[src/rbt_pkg.sv]
/*
 * rbt_pkg: shared constants for the registered bus transceiver.
 * Assumes an APB slave with 32-bit data and word-aligned byte addresses.
 */
package rbt_pkg;

    localparam int unsigned RBT_DATA_W  = 8;
    localparam int unsigned RBT_ADDR_W  = 12;
    localparam int unsigned RBT_SYNC_N  = 2;

    // register byte addresses
    localparam logic [11:0] RBT_CTRL_OFS    = 12'h000;
    localparam logic [11:0] RBT_STORE_A_OFS = 12'h004;
    localparam logic [11:0] RBT_STORE_B_OFS = 12'h008;
    localparam logic [11:0] RBT_STATUS_OFS  = 12'h00C;
    localparam logic [11:0] RBT_LIVE_OFS    = 12'h010;

    // control register fields
    localparam int unsigned RBT_CTRL_DRIVE_EN_N = 0;
    localparam int unsigned RBT_CTRL_DIRECTION  = 1;
    localparam int unsigned RBT_CTRL_A_SRC_SEL  = 2;
    localparam int unsigned RBT_CTRL_B_SRC_SEL  = 3;
    localparam int unsigned RBT_CTRL_W          = 4;

    // drive enable high after reset: both buses isolated
    localparam logic [3:0]  RBT_CTRL_RESET = 4'h1;

    // status register fields
    localparam int unsigned RBT_STAT_A_VALID  = 0;
    localparam int unsigned RBT_STAT_B_VALID  = 1;
    localparam int unsigned RBT_STAT_A_DRIVEN = 2;
    localparam int unsigned RBT_STAT_B_DRIVEN = 3;

    // live register: synced a bus in [7:0], b bus in [15:8]
    localparam int unsigned RBT_LIVE_B_POS = 8;

    localparam logic [31:0] RBT_ZERO_WORD = 32'h0000_0000;

endpackage : rbt_pkg

[src/rbt_capture_port.sv]
/*
 * rbt_capture_port: one bus side's input path and storage register.
 * Assumes capture clock and bus data arrive asynchronously on pins;
 * both pass two flip-flops before any logic reads them.
 */
`timescale 1ns/1ps
module rbt_capture_port
    import rbt_pkg::*;
(
    // clock and reset
    input  wire logic                  pclk,
    input  wire logic                  presetn,
    // pins
    input  wire logic                  capture_clock_pin,
    input  wire logic [RBT_DATA_W-1:0] bus_pin,
    // to the core
    output logic      [RBT_DATA_W-1:0] live_data,
    output logic      [RBT_DATA_W-1:0] stored_data,
    output logic                       stored_valid
);

    logic                  clk_s1_reg;
    logic                  clk_s2_reg;
    logic                  clk_s3_reg;
    logic [RBT_DATA_W-1:0] bus_s1_reg;
    logic [RBT_DATA_W-1:0] bus_s2_reg;
    logic [RBT_DATA_W-1:0] store_reg;
    logic                  valid_reg;
    wire                   capture_edge;

    // clock and data share latency, so the edge pairs with the data seen then
    always_ff @(posedge pclk or negedge presetn) begin
        if (!presetn) begin
            clk_s1_reg <= 1'b0;
            clk_s2_reg <= 1'b0;
            clk_s3_reg <= 1'b0;
            bus_s1_reg <= '0;
            bus_s2_reg <= '0;
        end else begin
            clk_s1_reg <= capture_clock_pin;
            clk_s2_reg <= clk_s1_reg;
            clk_s3_reg <= clk_s2_reg;
            bus_s1_reg <= bus_pin;
            bus_s2_reg <= bus_s1_reg;
        end
    end

    assign capture_edge = clk_s2_reg & ~clk_s3_reg;

    // capture regardless of drive state
    // no reset on the storage itself: contents unknown until first edge
    always_ff @(posedge pclk) begin
        if (capture_edge) begin
            store_reg <= bus_s2_reg;
        end
    end

    always_ff @(posedge pclk or negedge presetn) begin
        if (!presetn) begin
            valid_reg <= 1'b0;
        end else if (capture_edge) begin
            valid_reg <= 1'b1;
        end
    end

    assign live_data    = bus_s2_reg;
    assign stored_data  = store_reg;
    assign stored_valid = valid_reg;

endmodule : rbt_capture_port

[src/rbt_transceiver.sv]
/*
 * rbt_transceiver: eight-bit registered bus transceiver between an A bus
 * and a B bus, steered over APB.
 * Assumes bus pins are split into in/out/oe_n by a pad ring or bench, and
 * that the capture clocks are slow against pclk (at least three pclk
 * periods high and low) so every edge is seen.
 */
// Added by the designer: the address map and register access over APB.
// Behaviour
// - rising a-side capture clock stores A bus; b-side clock stores B bus
// - capture happens on every edge whatever enable and direction are
// - enabled: direction low drives A from B, high drives B from A
// - enable high drives neither bus; captures continue, storage holds
// - enabled, direction low, A select low: A bus gets live B data
// - enabled, direction low, A select high: A bus gets stored B data
// - enabled, direction high, B select low: B bus gets live A data
// - enabled, direction high, B select high: B bus gets stored A data
// - the undriven port's value may be captured into either or both
// - at most one bus driven; outside must not drive that bus
`timescale 1ns/1ps
module rbt_transceiver
    import rbt_pkg::*;
(
    // clock and reset
    input  wire logic                  pclk,
    input  wire logic                  presetn,
    // apb slave
    input  wire logic                  psel,
    input  wire logic                  penable,
    input  wire logic                  pwrite,
    input  wire logic [RBT_ADDR_W-1:0] paddr,
    input  wire logic [31:0]           pwdata,
    output logic      [31:0]           prdata,
    output logic                       pready,
    output logic                       pslverr,
    // capture clock pins
    input  wire logic                  a_side_capture_clock,
    input  wire logic                  b_side_capture_clock,
    // a bus pin
    input  wire logic [RBT_DATA_W-1:0] a_bus_in,
    output logic      [RBT_DATA_W-1:0] a_bus_out,
    output logic                       a_bus_oe_n,
    // b bus pin
    input  wire logic [RBT_DATA_W-1:0] b_bus_in,
    output logic      [RBT_DATA_W-1:0] b_bus_out,
    output logic                       b_bus_oe_n
);

    // per-side input paths and storage
    logic [RBT_DATA_W-1:0] a_live;
    logic [RBT_DATA_W-1:0] b_live;
    logic [RBT_DATA_W-1:0] a_to_b_store;
    logic [RBT_DATA_W-1:0] b_to_a_store;
    logic                  a_store_valid;
    logic                  b_store_valid;

    // each side has its own clock and register, so simultaneous edges
    // store both at once
    rbt_capture_port u_a_side (
        .pclk              (pclk),
        .presetn           (presetn),
        .capture_clock_pin (a_side_capture_clock),
        .bus_pin           (a_bus_in),
        .live_data         (a_live),
        .stored_data       (a_to_b_store),
        .stored_valid      (a_store_valid)
    );

    rbt_capture_port u_b_side (
        .pclk              (pclk),
        .presetn           (presetn),
        .capture_clock_pin (b_side_capture_clock),
        .bus_pin           (b_bus_in),
        .live_data         (b_live),
        .stored_data       (b_to_a_store),
        .stored_valid      (b_store_valid)
    );

    // control register
    logic [RBT_CTRL_W-1:0] ctrl_reg;
    logic [RBT_CTRL_W-1:0] ctrl_next;

    wire drive_enable_n          = ctrl_reg[RBT_CTRL_DRIVE_EN_N];
    wire direction               = ctrl_reg[RBT_CTRL_DIRECTION];
    wire a_output_source_select  = ctrl_reg[RBT_CTRL_A_SRC_SEL];
    wire b_output_source_select  = ctrl_reg[RBT_CTRL_B_SRC_SEL];

    // bus steering
    // one direction bit picks the bus, so both can never be driven
    wire drive_a = ~drive_enable_n & ~direction;
    wire drive_b = ~drive_enable_n &  direction;

    wire [RBT_DATA_W-1:0] a_out_next = a_output_source_select ? b_to_a_store
                                                              : b_live;
    wire [RBT_DATA_W-1:0] b_out_next = b_output_source_select ? a_to_b_store
                                                              : a_live;

    logic [RBT_DATA_W-1:0] a_out_reg;
    logic [RBT_DATA_W-1:0] b_out_reg;
    logic                  a_oe_n_reg;
    logic                  b_oe_n_reg;

    // enables drop on the same edge, so a turnaround never overlaps
    always_ff @(posedge pclk or negedge presetn) begin
        if (!presetn) begin
            a_out_reg  <= '0;
            b_out_reg  <= '0;
            a_oe_n_reg <= 1'b1;
            b_oe_n_reg <= 1'b1;
        end else begin
            a_out_reg  <= a_out_next;
            b_out_reg  <= b_out_next;
            a_oe_n_reg <= ~drive_a;
            b_oe_n_reg <= ~drive_b;
        end
    end

    assign a_bus_out  = a_out_reg;
    assign b_bus_out  = b_out_reg;
    assign a_bus_oe_n = a_oe_n_reg;
    assign b_bus_oe_n = b_oe_n_reg;

    // apb decode
    wire apb_setup = psel & ~penable;
    wire apb_write = psel & penable & pwrite;

    wire hit_ctrl    = (paddr == RBT_CTRL_OFS);
    wire hit_store_a = (paddr == RBT_STORE_A_OFS);
    wire hit_store_b = (paddr == RBT_STORE_B_OFS);
    wire hit_status  = (paddr == RBT_STATUS_OFS);
    wire hit_live    = (paddr == RBT_LIVE_OFS);
    wire hit_any     = hit_ctrl | hit_store_a | hit_store_b | hit_status | hit_live;

    // only the control register is writable; writes elsewhere answer error
    wire write_ok    = pwrite ? hit_ctrl : hit_any;

    assign ctrl_next = (apb_write & hit_ctrl) ? pwdata[RBT_CTRL_W-1:0] : ctrl_reg;

    always_ff @(posedge pclk or negedge presetn) begin
        if (!presetn) begin
            ctrl_reg <= RBT_CTRL_RESET;
        end else begin
            ctrl_reg <= ctrl_next;
        end
    end

    // read mux
    logic [31:0] status_word;
    logic [31:0] live_word;
    logic [31:0] read_word;

    always_comb begin
        status_word = RBT_ZERO_WORD;
        status_word[RBT_STAT_A_VALID]  = a_store_valid;
        status_word[RBT_STAT_B_VALID]  = b_store_valid;
        status_word[RBT_STAT_A_DRIVEN] = ~a_oe_n_reg;
        status_word[RBT_STAT_B_DRIVEN] = ~b_oe_n_reg;
    end

    always_comb begin
        live_word = RBT_ZERO_WORD;
        live_word[RBT_DATA_W-1:0] = a_live;
        live_word[RBT_LIVE_B_POS +: RBT_DATA_W] = b_live;
    end

    always_comb begin
        read_word = RBT_ZERO_WORD;
        if (hit_ctrl) begin
            read_word[RBT_CTRL_W-1:0] = ctrl_reg;
        end else if (hit_store_a) begin
            read_word[RBT_DATA_W-1:0] = a_to_b_store;
        end else if (hit_store_b) begin
            read_word[RBT_DATA_W-1:0] = b_to_a_store;
        end else if (hit_status) begin
            read_word = status_word;
        end else if (hit_live) begin
            read_word = live_word;
        end
    end

    // read data and error are latched in the setup cycle so that they come
    // from flip-flops while pready stays tied high (zero wait states)
    logic [31:0] prdata_reg;
    logic        pslverr_reg;

    always_ff @(posedge pclk or negedge presetn) begin
        if (!presetn) begin
            prdata_reg  <= RBT_ZERO_WORD;
            pslverr_reg <= 1'b0;
        end else if (apb_setup) begin
            prdata_reg  <= pwrite ? RBT_ZERO_WORD : read_word;
            pslverr_reg <= ~write_ok;
        end
    end

    assign prdata  = prdata_reg;
    assign pslverr = pslverr_reg;
    assign pready  = 1'b1;

endmodule : rbt_transceiver

[config.mk]
export PLATFORM = sky130hd
export DESIGN_NAME = rbt_transceiver
export DESIGN_NICKNAME = d
export VERILOG_FILES = /design/src/rbt_pkg.sv /design/src/rbt_capture_port.sv /design/src/rbt_transceiver.sv
export SDC_FILE = /design/constraint.sdc
export NUM_CORES = 1
export LEC_CHECK = 0
export CAP_MARGIN = 20
export CORE_ASPECT_RATIO = 1.2
export CORE_MARGIN = 1
export CORE_UTILIZATION = 25
export CTS_CLUSTER_DIAMETER = 30
export DETAILED_ROUTE_END_ITERATION = 8
export DONT_BUFFER_PORTS = 1
export HOLD_SLACK_MARGIN = 0.06
export PLACE_DENSITY_LB_ADDON = 0.2
export SETUP_SLACK_MARGIN = 0.5
export SLEW_MARGIN = 20
export SYNTH_ARGS = -nofsm -noshare
export SYNTH_HDL_FRONTEND = slang
export SYNTH_SLANG_ARGS = --single-unit
[constraint.sdc]
create_clock -name pclk -period 3.73 [get_ports pclk]
set_clock_uncertainty 0.2 [all_clocks]
set_input_delay 0.746 -clock pclk [delete_from_list [all_inputs] [get_ports pclk]]
set_output_delay 0.746 -clock pclk [all_outputs]
set_load 0.1 [all_outputs]
* After elaboration in Yosys (flattened, before gate mapping)
Cells that the tools add are included.
** Storage, ports and cells
- Memories kept :: 0
- Output and inout bits :: 52
- Logic and storage cells :: 60
- Bits in read-only memories :: 0
- Input bits :: 67
- Memory bits (writable) :: 0
- Bits in latches :: 0
- Register bits :: 111
** Operators by class
- Shift operators :: 0
- Multipliers :: 0
- Order comparisons :: 0
- Muxes and demuxes :: 12
- Div/mod/pow operators :: 0
- Reductions and logical operators :: 1
- Equality and inequality tests :: 4
- Bitwise gates (word level) :: 22
- Add/subtract/negate cells :: 0
** Operators with widths (count)
- two-way mux 32 bit :: 2
- two-way mux 24 bit :: 2
- two-way mux 8 bit :: 4
- two-way mux 28 bit :: 1
- == test 12 x 4 -> 1 bit, second input constant :: 2
- two-way mux 16 bit :: 1
- == test 12 x 3 -> 1 bit, second input constant :: 1
- == test 12 x 5 -> 1 bit, second input constant :: 1
- zero test 12 bit :: 1
- inverter 1 bit :: 10
- AND 1 bit :: 8
- two-way mux 4 bit :: 1
- OR 1 bit :: 4
- two-way mux 1 bit :: 1

* Logic depth before layout (Yosys ltp)
Gate-level depths: netlist of run 1.
- Word-level depth :: 7
- Depth in mapped cells :: 6

* Hierarchy
Synthesis of run 1 repeated with hierarchy kept, for this count alone.
** Unflattened totals
- Cell total of the unflattened synthesis :: 235
- Area total of the unflattened synthesis :: 3538.4 um^2
** By module, submodules not included
- rbt_transceiver :: instances 1, cells each 175, sequential area each 979.7 um^2, area each 2016.9 um^2
- rbt_capture_port :: instances 2, cells each 30, sequential area each 740.7 um^2, area each 760.7 um^2

* Worst setup path before layout of run 1
No wires, ideal clock.
- Path kind :: in2reg
- Start point :: input port paddr[3]
- End point :: register ctrl_reg[1]
- Required time :: 3405 ps
- Library setup time :: 125 ps
- Buffers on the path :: 1
- Setup slack :: 1606 ps
- Stages :: 5
- Arrival time :: 1800 ps
- Cell sequence :: buf_6 -> nor4_1 -> and3_1 -> nand4_2 -> mux2_2
** On the way
- Word-level cells in the longest chain between the ends :: 2
** Ends and longest elaborated chain
- start: declaration :: RTL line rbt_transceiver.sv:31 : input wire logic [RBT_ADDR_W-1:0] paddr,
- zero test 12 bit :: RTL line rbt_transceiver.sv:127 : wire hit_ctrl = (paddr == RBT_CTRL_OFS);
- AND 1 bit :: RTL line rbt_transceiver.sv:137 : assign ctrl_next = (apb_write & hit_ctrl) ? pwdata[RBT_CTRL_W-1:0] : ctrl_reg;
- end signal: assignment :: RTL line rbt_transceiver.sv:143 : ctrl_reg <= ctrl_next;
- end: declaration :: RTL line rbt_transceiver.sv:80 : logic [RBT_CTRL_W-1:0] ctrl_reg;
No other way between the ends.
A chain may end at the register's enable or synchronous reset.

* Final worst setup path of run 1
- Start point :: register prdata_reg[14] (netlist: prdata[14])
- End point :: output port prdata[14]
** RTL lines
- start: declaration :: RTL line rbt_transceiver.sv:183 : logic [31:0] prdata_reg;
- start signal: assignment :: RTL line rbt_transceiver.sv:191 : prdata_reg <= pwrite ? RBT_ZERO_WORD : read_word;
- end: declaration :: RTL line rbt_transceiver.sv:33 : output logic [31:0] prdata,
No word-level cell between the ends.

==> results of run 1 <==
==> layout by cell type (no fill, tap or decap) <==
cell,netlist,final
clkinv_4,0,2
nor4_4,1,1
buf_16,0,1
nor2_1,8,8
nand3_1,1,1
o31ai_1,8,8
o22ai_1,1,1
or2_2,3,3
nand2_1,8,8
inv_6,0,1
conb_1,2,17
dfrtp_1,76,76
bufinv_16,0,1
o21a_1,1,1
mux2i_1,2,2
nor4_1,1,1
nor2b_1,10,10
nand4_2,1,1
nor3_2,1,1
a211oi_1,6,6
a31oi_1,1,1
a21oi_1,12,12
nand4_4,1,1
and3_1,1,1
edfxtp_1,16,16
clkbuf_16,0,9
a22o_1,8,8
a2bb2oi_1,4,4
clkbuf_8,0,2
mux2_2,20,20
nand2b_1,6,6
dfstp_2,3,3
nor4b_4,1,1
clkinvlp_4,0,1
nor3b_1,1,1
nor3_1,1,1
==> how the worst max path moves through the flow <==
stage	endpoint	slack (ns)	startpoint
final	prdata[14]	1.48	prdata[14]$_DFFE_PN0P_
after floorplan	ctrl_reg[1]$_DFFE_PN0P_	1.61	paddr[3]
after detailed placement	prdata[12]$_DFFE_PN0P_	1.18	paddr[9]
after global placement	prdata[8]$_DFFE_PN0P_	1.19	paddr[9]
after CTS	prdata[14]	1.44	prdata[14]$_DFFE_PN0P_
after global routing	prdata[12]	1.43	prdata[12]$_DFFE_PN0P_
==> cells by family after synthesis <==
| group | Yosys count | share of synthesized area [%] |
|---|---|---|
| mux | 22 | 7.06 |
| flops | 95 | 70.9 |
| simple gates | 45 | 8.57 |
| other cells | 2 | 0.216 |
| buf+inv | 26 | 4.94 |
| compound gates | 41 | 8.36 |
==> metrics by stage <==
step | setup slack [ns] | total power (uW)
after floorplan | 1.61 | 1320
after global placement | 1.19 | 1310
after detailed placement | 1.18 | 1320
after CTS | 1.44 | 2330
after global routing | 1.43 | 2370
final | 1.48 | 2280
==> power by group <==
group / internal (uW) / total, uW / switching [uW]
Combinational: 22.7 / 134 / 112
Sequential: 1090 / 1180 / 86.6
Clock: 561 / 967 / 406
Total: 1680 / 2280 / 604
==> cell type report <==
type	count	area share [%]
timing repair buffer	1	0.704
multi-input combinational	125	22.9
tap	168	5.37
clock buffer	11	6.46
sequential	95	62.9
clock inverter	5	1.63
==> metal layers <==
layer / vias to the layer above / share of wire, %
li1: 786 / -
met1: 862 / 43
met2: 67 / 46
met3: 12 / 8.6
met4: 0 / 2.2
met5: - / 0
==> impl_metrics.json, run 1 <==
{
  "slew_headroom_pct": 37.8,
  "grtUsageTotal_pct": 11.2,
  "worst_hold_slack_ns": 0.0950,
  "drive_above_1_share_pct": 20.3,
  "portBuffers": 0,
  "critPathMaxFanout": 2,
  "vdd_drop_max_mv": 0.315,
  "start_util_pct": 25.9,
  "boundaryPins": 119,
  "die_w_um": 110,
  "yosysTopAreaCellShare_pct": 54.8,
  "avgSynthCellArea_um2": 15.0,
  "fin_nets": 299,
  "fp.dieH_um": 131,
  "final_hold_viol_count": 0,
  "critPathLaunchType": "flip-flop",
  "worstMarginPinSlew_ns": 0.933,
  "fp.coreArea_um2": 13400,
  "syn2layout_area_growth_pct": 12.6,
  "grt_pass1_wl_um": 11100,
  "period_minus_slack_ns": 2.25,
  "largest_register_ffs": 16,
  "synth_commonest_cells": "dfrtp_1 (76), mux2_2 (20), buf_4 (17)",
  "ys_types": 33,
  "multi_input_area_um2": 897,
  "synthFlopType": "dfrtp_1",
  "ys_ff_latch": 95,
  "finalCritPeriodShare_pct": 60.4,
  "met1_usage_pct": 13.7,
  "min_path_type": "primary input to async pin",
  "r2r_slack_ns": 2.09,
  "top_usage_layer": "met2",
  "async_flop_share_pct": 83.2,
  "critPathArrivalTime_ns": 1.31,
  "antenna_cells": 0,
  "cts_root_buffer": "clkbuf_16",
  "hpwl_um": 4690,
  "reg2reg_to": "u_a_side.stored_data[6]$_DFFE_PP_",
  "grt_setup_unrepaired": "no",
  "routedWlPerCell_um": 18.3,
  "ff2ff_path_depth": 1,
  "placed_cell_area_um2": 3570,
  "ant_nets": 0,
  "cp.required_ns": 2.78,
  "postCtsSetupBuffers": 0,
  "timing.rr.start": "u_a_side.clk_s2_reg$_DFF_PN0_",
  "h-tree-depth": 3,
  "cts_tree": "done",
  "vias": 1727,
  "dieArea_um2": 14400,
  "cp-end-kind": "output port",
  "yosysTopAreaCell": "dfrtp_1",
  "fin_cells": 405,
  "status": "complete, no violations",
  "ys_seq_area_share_pct": 70.9,
  "cts_resized": 0,
  "via_per_inst": 4.26,
  "yosys_warnings": 0,
  "fmax_mhz": 444,
  "post-route-drc-count": 0,
  "synth_area_leaders": "dfrtp_1 (55%), edfxtp_1 (14%), mux2_2 (6.5%)",
  "synth-edff-count": 16,
  "cts_buffers": 9,
  "p_leak_uw": 0.00161,
  "grt_max_degree": 80,
  "grt-ovfl-total": 0,
  "routed_wl_um": 7400,
  "placedCellCount": 388,
  "use_met2_pct": 16.4,
  "finalInstanceArea_um2": 3910,
  "core.rowCount": 46,
  "fillers": 1352,
  "cts.clk_slew.worst_paths_ns": 0.07,
  "dr.pass1.iters": 4,
  "synthCells": 231,
  "finalSetupViolCount": 0,
  "antenna_found_initial": 0,
  "final_util_pct": 29.2,
  "clkSinkCount": 95,
  "power_density_nw_per_um2": 583,
  "regArea_um2": 2460,
  "cap_violations": 0,
  "cts-hold-fix-buffers": 1,
  "path_class": "flip-flop to output port",
  "syn_area_um2": 3470,
  "met3_usage_pct": 5.31,
  "finalWeightedCongestion": 0.650,
  "crit_cells": 0,
  "post-synth-top-count-cell": "dfrtp_1",
  "clock_latency_ns": 0.35,
  "maxSlewViolCount": 0,
  "first_global_vias": 1749,
  "finalSetupTns_ns": 0,
  "drt-initial-drc-count": 77,
  "clock_path_buffers": 2
}
(Power assumes the default switching activity.)
==> run 2, diff against run 1 <==
==> constraint.sdc (replaced) <==
create_clock -name pclk -period 2.3 [get_ports pclk]
set_clock_uncertainty 0.2 [all_clocks]
set_input_delay 0.46 -clock pclk [delete_from_list [all_inputs] [get_ports pclk]]
set_output_delay 0.46 -clock pclk [all_outputs]
set_load 0.1 [all_outputs]
==> impl_metrics.json, run 2 (synthesis results as in run 1) <==
{
  "core.rowCount": 46,
  "final_cell_mix": "dfrtp_1 (76), buf_4 (38), mux2_2 (20), dlygate4sd3_1 (20), conb_1 (17)",
  "reg2reg_to": "prdata[2]$_DFFE_PN0P_",
  "finalWeightedCongestion": 0.657,
  "grt-ovfl-total": 0,
  "finalSetupViolCount": 0,
  "fin_nets": 356,
  "violations": "negative hold slack",
  "h-tree-depth": 3,
  "critPathMaxFanout": 2,
  "cts_root_buffer": "clkbuf_16",
  "ant_nets": 0,
  "portBuffers": 0,
  "routedWlPerCell_um": 16.4,
  "dieArea_um2": 14400,
  "ff2ff_path_depth": 3,
  "routed_wl_um": 7600,
  "cp.required_ns": 1.64,
  "r2r_slack_ns": 0.83,
  "post-route-drc-count": 0,
  "timing.rr.start": "a_bus_oe_n$_DFF_PN1_",
  "cts.clk_slew.worst_paths_ns": 0.06,
  "vias": 1959,
  "min_path_type": "primary input to async pin",
  "final_util_pct": 32.5,
  "postCtsSetupBuffers": 0,
  "fmax_mhz": 558,
  "period_minus_slack_ns": 1.79,
  "grt_setup_unrepaired": "yes",
  "final_hold_viol_count": 79,
  "pwr-share-clk_pct": 39.7,
  "die_w_um": 110,
  "cts-hold-fix-buffers": 20,
  "power_density_nw_per_um2": 820,
  "path_class": "flip-flop to output port",
  "clock_path_buffers": 2,
  "worst_hold_slack_ns": -0.386,
  "drt-initial-drc-count": 66,
  "status": "finished, violations left",
  "dr.pass1.iters": 3,
  "first_global_vias": 2189,
  "cts_tree": "done",
  "critPathLaunchType": "flip-flop",
  "cts_buffers": 9,
  "grtUsageTotal_pct": 11.5,
  "vdd_drop_max_mv": 0.361,
  "p_int_uw": 2670,
  "hpwl_um": 5050,
  "finalSetupTns_ns": 0,
  "switching_share_pct": 25.3,
  "fp.coreArea_um2": 13400,
  "p_leak_uw": 0.00186,
  "antenna_cells": 0,
  "p_seq_share_pct": 50.5,
  "grt_max_degree": 80,
  "start_util_pct": 25.9,
  "slew_headroom_pct": 63.9,
  "cp-end-kind": "output port",
  "p_comb_share_pct": 9.8,
  "maxSlewViolCount": 0,
  "clkSinkCount": 95,
  "grt_pass1_wl_um": 12000,
  "cap_violations": 0,
  "via_per_inst": 4.24,
  "clock_latency_ns": 0.34,
  "finalCritPeriodShare_pct": 77.9,
  "antenna_found_initial": 0,
  "drive_above_1_share_pct": 28.6,
  "layout_commonest_cell": "dfrtp_1",
  "critPathArrivalTime_ns": 1.13,
  "worstMarginPinSlew_ns": 0.541,
  "p_sw_uw": 905,
  "syn2layout_area_growth_pct": 25.4,
  "largest_register_ffs": 16,
  "boundaryPins": 119,
  "fp.dieH_um": 131
}
==> run 2: final cells by class <==
cell class	count	area, um^2
fillers	1326	9060
flip-flops and latches	95	2470
multi-input cells	125	903
repair buffers	58	485
clock buffers	13	270
well taps	168	210
clock inverters	3	16.3
==> run 2: how the worst max path moves through the flow <==
stage | startpoint | end | slack [ns] | cells past startpoint
floorplan | paddr[9] | prdata[10]$_DFFE_PN0P_ | 0.49 | 4
global placement | paddr[9] | prdata[2]$_DFFE_PN0P_ | 0.32 | 4
detailed placement | paddr[9] | prdata[2]$_DFFE_PN0P_ | 0.28 | 4
CTS | a_bus_oe_n$_DFF_PN1_ | a_bus_oe_n | 0.49 | 0
global route | a_bus_oe_n$_DFF_PN1_ | a_bus_oe_n | 0.49 | 0
finish | a_bus_oe_n$_DFF_PN1_ | a_bus_oe_n | 0.51 | 0
==> run 2: power groups by stage <==
stage | registers, uW | logic (uW) | clock network [uW]
after floorplan | 1930 | 209 | 0
after global placement | 1830 | 324 | 0
after detailed placement | 1840 | 325 | 0
after CTS | 1800 | 353 | 1460
after global routing | 1810 | 363 | 1530
final | 1800 | 352 | 1420
==> run 2: metrics by stage <==
step / total power [uW] / cells / area, um^2 / setup slack, ns / hold WS [ns]
2_1_floorplan: 2140 / 246 / 3540 / 0.489 / -0.0356
3_3_place_gp: 2160 / 426 / 3860 / 0.324 / -0.0330
3_5_place_dp: 2160 / 426 / 3860 / 0.284 / -0.0327
4_1_cts: 3620 / 462 / 4350 / 0.490 / -0.397
5_1_grt: 3700 / 462 / 4350 / 0.488 / -0.401
6_report: 3570 / 462 / 4350 / 0.507 / -0.386
==> run 2: per-layer routing <==
layer / vias up / share of wire (%) / track usage, %
met3: 15 / 6.1 / 2.98
li1: 900 / - / -
met1: 981 / 45 / 14.7
met2: 63 / 47 / 17.7
met4: 0 / 2.0 / 5.56
met5: - / 0 / 0
==> run 2: what timing repair did <==
item,in CTS,in global routing
hold endpoints to repair,99,79
cloned,0,0
resized for setup,2,0
endpoints found under the setup margin,2,2
==> run 3, diff against run 2 <==
==> constraint.sdc (replaced) <==
create_clock -name pclk -period 1.55 [get_ports pclk]
set_clock_uncertainty 0.2 [all_clocks]
set_input_delay 0.31 -clock pclk [delete_from_list [all_inputs] [get_ports pclk]]
set_output_delay 0.31 -clock pclk [all_outputs]
set_load 0.1 [all_outputs]
==> impl_metrics.json, run 3 (synthesis results as in run 1) <==
{
  "slowest_delay_ns": 0.64,
  "grt_setup_unrepaired": "yes",
  "clkSinkCount": 95,
  "crit_slowest_cell": "dfstp_4",
  "final_cell_mix": "dfrtp_1 (49), dfrtp_4 (25), mux2_4 (20)",
  "period_minus_slack_ns": 1.67,
  "ant_nets": 0,
  "path_delay_family": "flip-flops",
  "cts_tree": "done",
  "clock_latency_ns": 0.35,
  "first_global_vias": 2081,
  "fp.dieH_um": 131,
  "start_util_pct": 25.9,
  "routed_wl_um": 7950,
  "crit_start": "a_bus_oe_n$_DFF_PN1_",
  "violations": "negative hold slack, negative setup slack",
  "cts_root_buffer": "clkbuf_16",
  "hpwl_um": 4780,
  "routedWlPerCell_um": 17.3,
  "finalSetupViolCount": 2,
  "worst_hold_slack_ns": -0.547,
  "fp.coreArea_um2": 13400,
  "cts.clk_slew.worst_paths_ns": 0.07,
  "die_w_um": 110,
  "layout_commonest_cell": "dfrtp_1",
  "drive_above_1_share_pct": 47.6,
  "min_path_type": "primary input to async pin",
  "post-route-drc-count": 0,
  "regArea_um2": 2560,
  "antenna_cells": 0,
  "largest_register_ffs": 16,
  "multi_input_area_um2": 1210,
  "status": "finished, violations left",
  "cts_buffers": 9,
  "crit_path_cell_trace": "buf_12",
  "final_util_pct": 37.0,
  "critical_path_buf_inv_count": 1,
  "antenna_found_initial": 0,
  "grt_pass1_wl_um": 12200,
  "grtUsageTotal_pct": 12.0,
  "fin_nets": 354,
  "setup_slack_ns": -0.119,
  "cts-hold-fix-buffers": 19,
  "p_leak_uw": 0.00198,
  "grt_max_degree": 80,
  "via_per_inst": 4.21,
  "power_density_nw_per_um2": 1100,
  "vias": 1936,
  "drt-initial-drc-count": 42,
  "boundaryPins": 119,
  "fillers": 1271,
  "final_hold_viol_count": 86,
  "cp-end-kind": "output port",
  "finalCritPeriodShare_pct": 108,
  "clock_path_buffers": 2,
  "h-tree-depth": 3,
  "dr.pass1.iters": 3,
  "grt-ovfl-total": 0,
  "timing.rr.start": "a_bus_oe_n$_DFF_PN1_",
  "syn2layout_area_growth_pct": 42.9,
  "critPathArrivalTime_ns": 1.16,
  "portBuffers": 0,
  "vdd_drop_max_mv": 0.929,
  "path_class": "flip-flop to output port",
  "cap_violations": 0,
  "dieArea_um2": 14400,
  "critPathMaxFanout": 2,
  "finalWeightedCongestion": 0.659,
  "finalSetupTns_ns": -0.233,
  "core.rowCount": 46,
  "critPathLaunchType": "flip-flop",
  "maxSlewViolCount": 0,
  "fmax_mhz": 599,
  "cp.required_ns": 1.04
}
[run 3: changes by cell type in the layout (fill, tap and decap cells not counted), moves of 8 or more]
cell	change
a21oi_2	+8
a21oi_1	-8
dfrtp_4	+25
mux2_2	-20
buf_6	+12
dfrtp_1	-27
buf_4	-27
mux2_4	+20
buf_12	+13
[run 3: path summary, 6_finish.rpt]
kind / cells past startpoint / endpoint / slack [ns]
hold / removal: 0 / prdata[0]$_DFFE_PN0P_ / -0.55
hold reg to reg: 0 / u_b_side.live_data[6]$_DFF_PN0_ / 0.15
max in group asynchronous: 0 / ctrl_reg[0]$_DFFE_PN1P_ / 1.49
setup / recovery: 1 / a_bus_oe_n / -0.12
min in group pclk: 1 / ctrl_reg[2]$_DFFE_PN0P_ / -0.09
setup reg to reg: 4 / prdata[2]$_DFFE_PN0P_ / 0.10
[run 3: power breakdown]
part / switching (uW) / internal, uW / leakage (uW) / total (uW)
Sequential: 214 / 2640 / 0.00107 / 2860
Clock: 965 / 1270 / 0.000145 / 2240
Combinational: 255 / 126 / 0.000763 / 380
[run 3: through the flow]
stage          hold WS, ns  setup WS (ns)  total power, uW  instance area, um^2  cells
6_report            -0.547         -0.119             5480                 4960    460
2_1_floorplan       -0.186         -0.112             3200                 3690    246
5_1_grt             -0.574         -0.153             5690                 4960    460
4_1_cts             -0.568         -0.144             5550                 4810    454
3_3_place_gp        -0.182         -0.154             3190                 3860    405
3_5_place_dp        -0.183         -0.176             3200                 3860    405
[run 3: per-layer routing]
| layer | part of all wire (%) | global-route usage (%) | up-vias |
|---|---|---|---|
| met2 | 49 | 18.3 | 67 |
| met4 | 1.6 | 4.89 | 0 |
| met3 | 7.8 | 5.36 | 10 |
| met1 | 42 | 14.5 | 970 |
| met5 | 0 | 0 | - |
| li1 | - | - | 889 |
[run 3: final cells by class]
class / count / share of cell area (%)
Tap cell: 168 / 4.24
Clock inverter: 5 / 1.31
Timing Repair Buffer: 56 / 13.8
Sequential cell: 95 / 51.7
Multi-Input combinational cell: 125 / 24.3
Clock buffer: 11 / 4.69
[run 3: repair_timing]
action                     4_1_cts  5_1_grt
setup endpoints to repair       90       91
hold endpoints to repair       110       92
setup buffers                   13        6
cloned                           1        0
gates resized for setup         79       21
pin swaps                       12       11
[run 3: worst register-to-register path, cell delays in order (launching register included)]
cell and delay (ns):
dfstp_4 0.48, buf_4 0.14, a211oi_4 0.23, nor2_1 0.07, o31ai_1 0.23
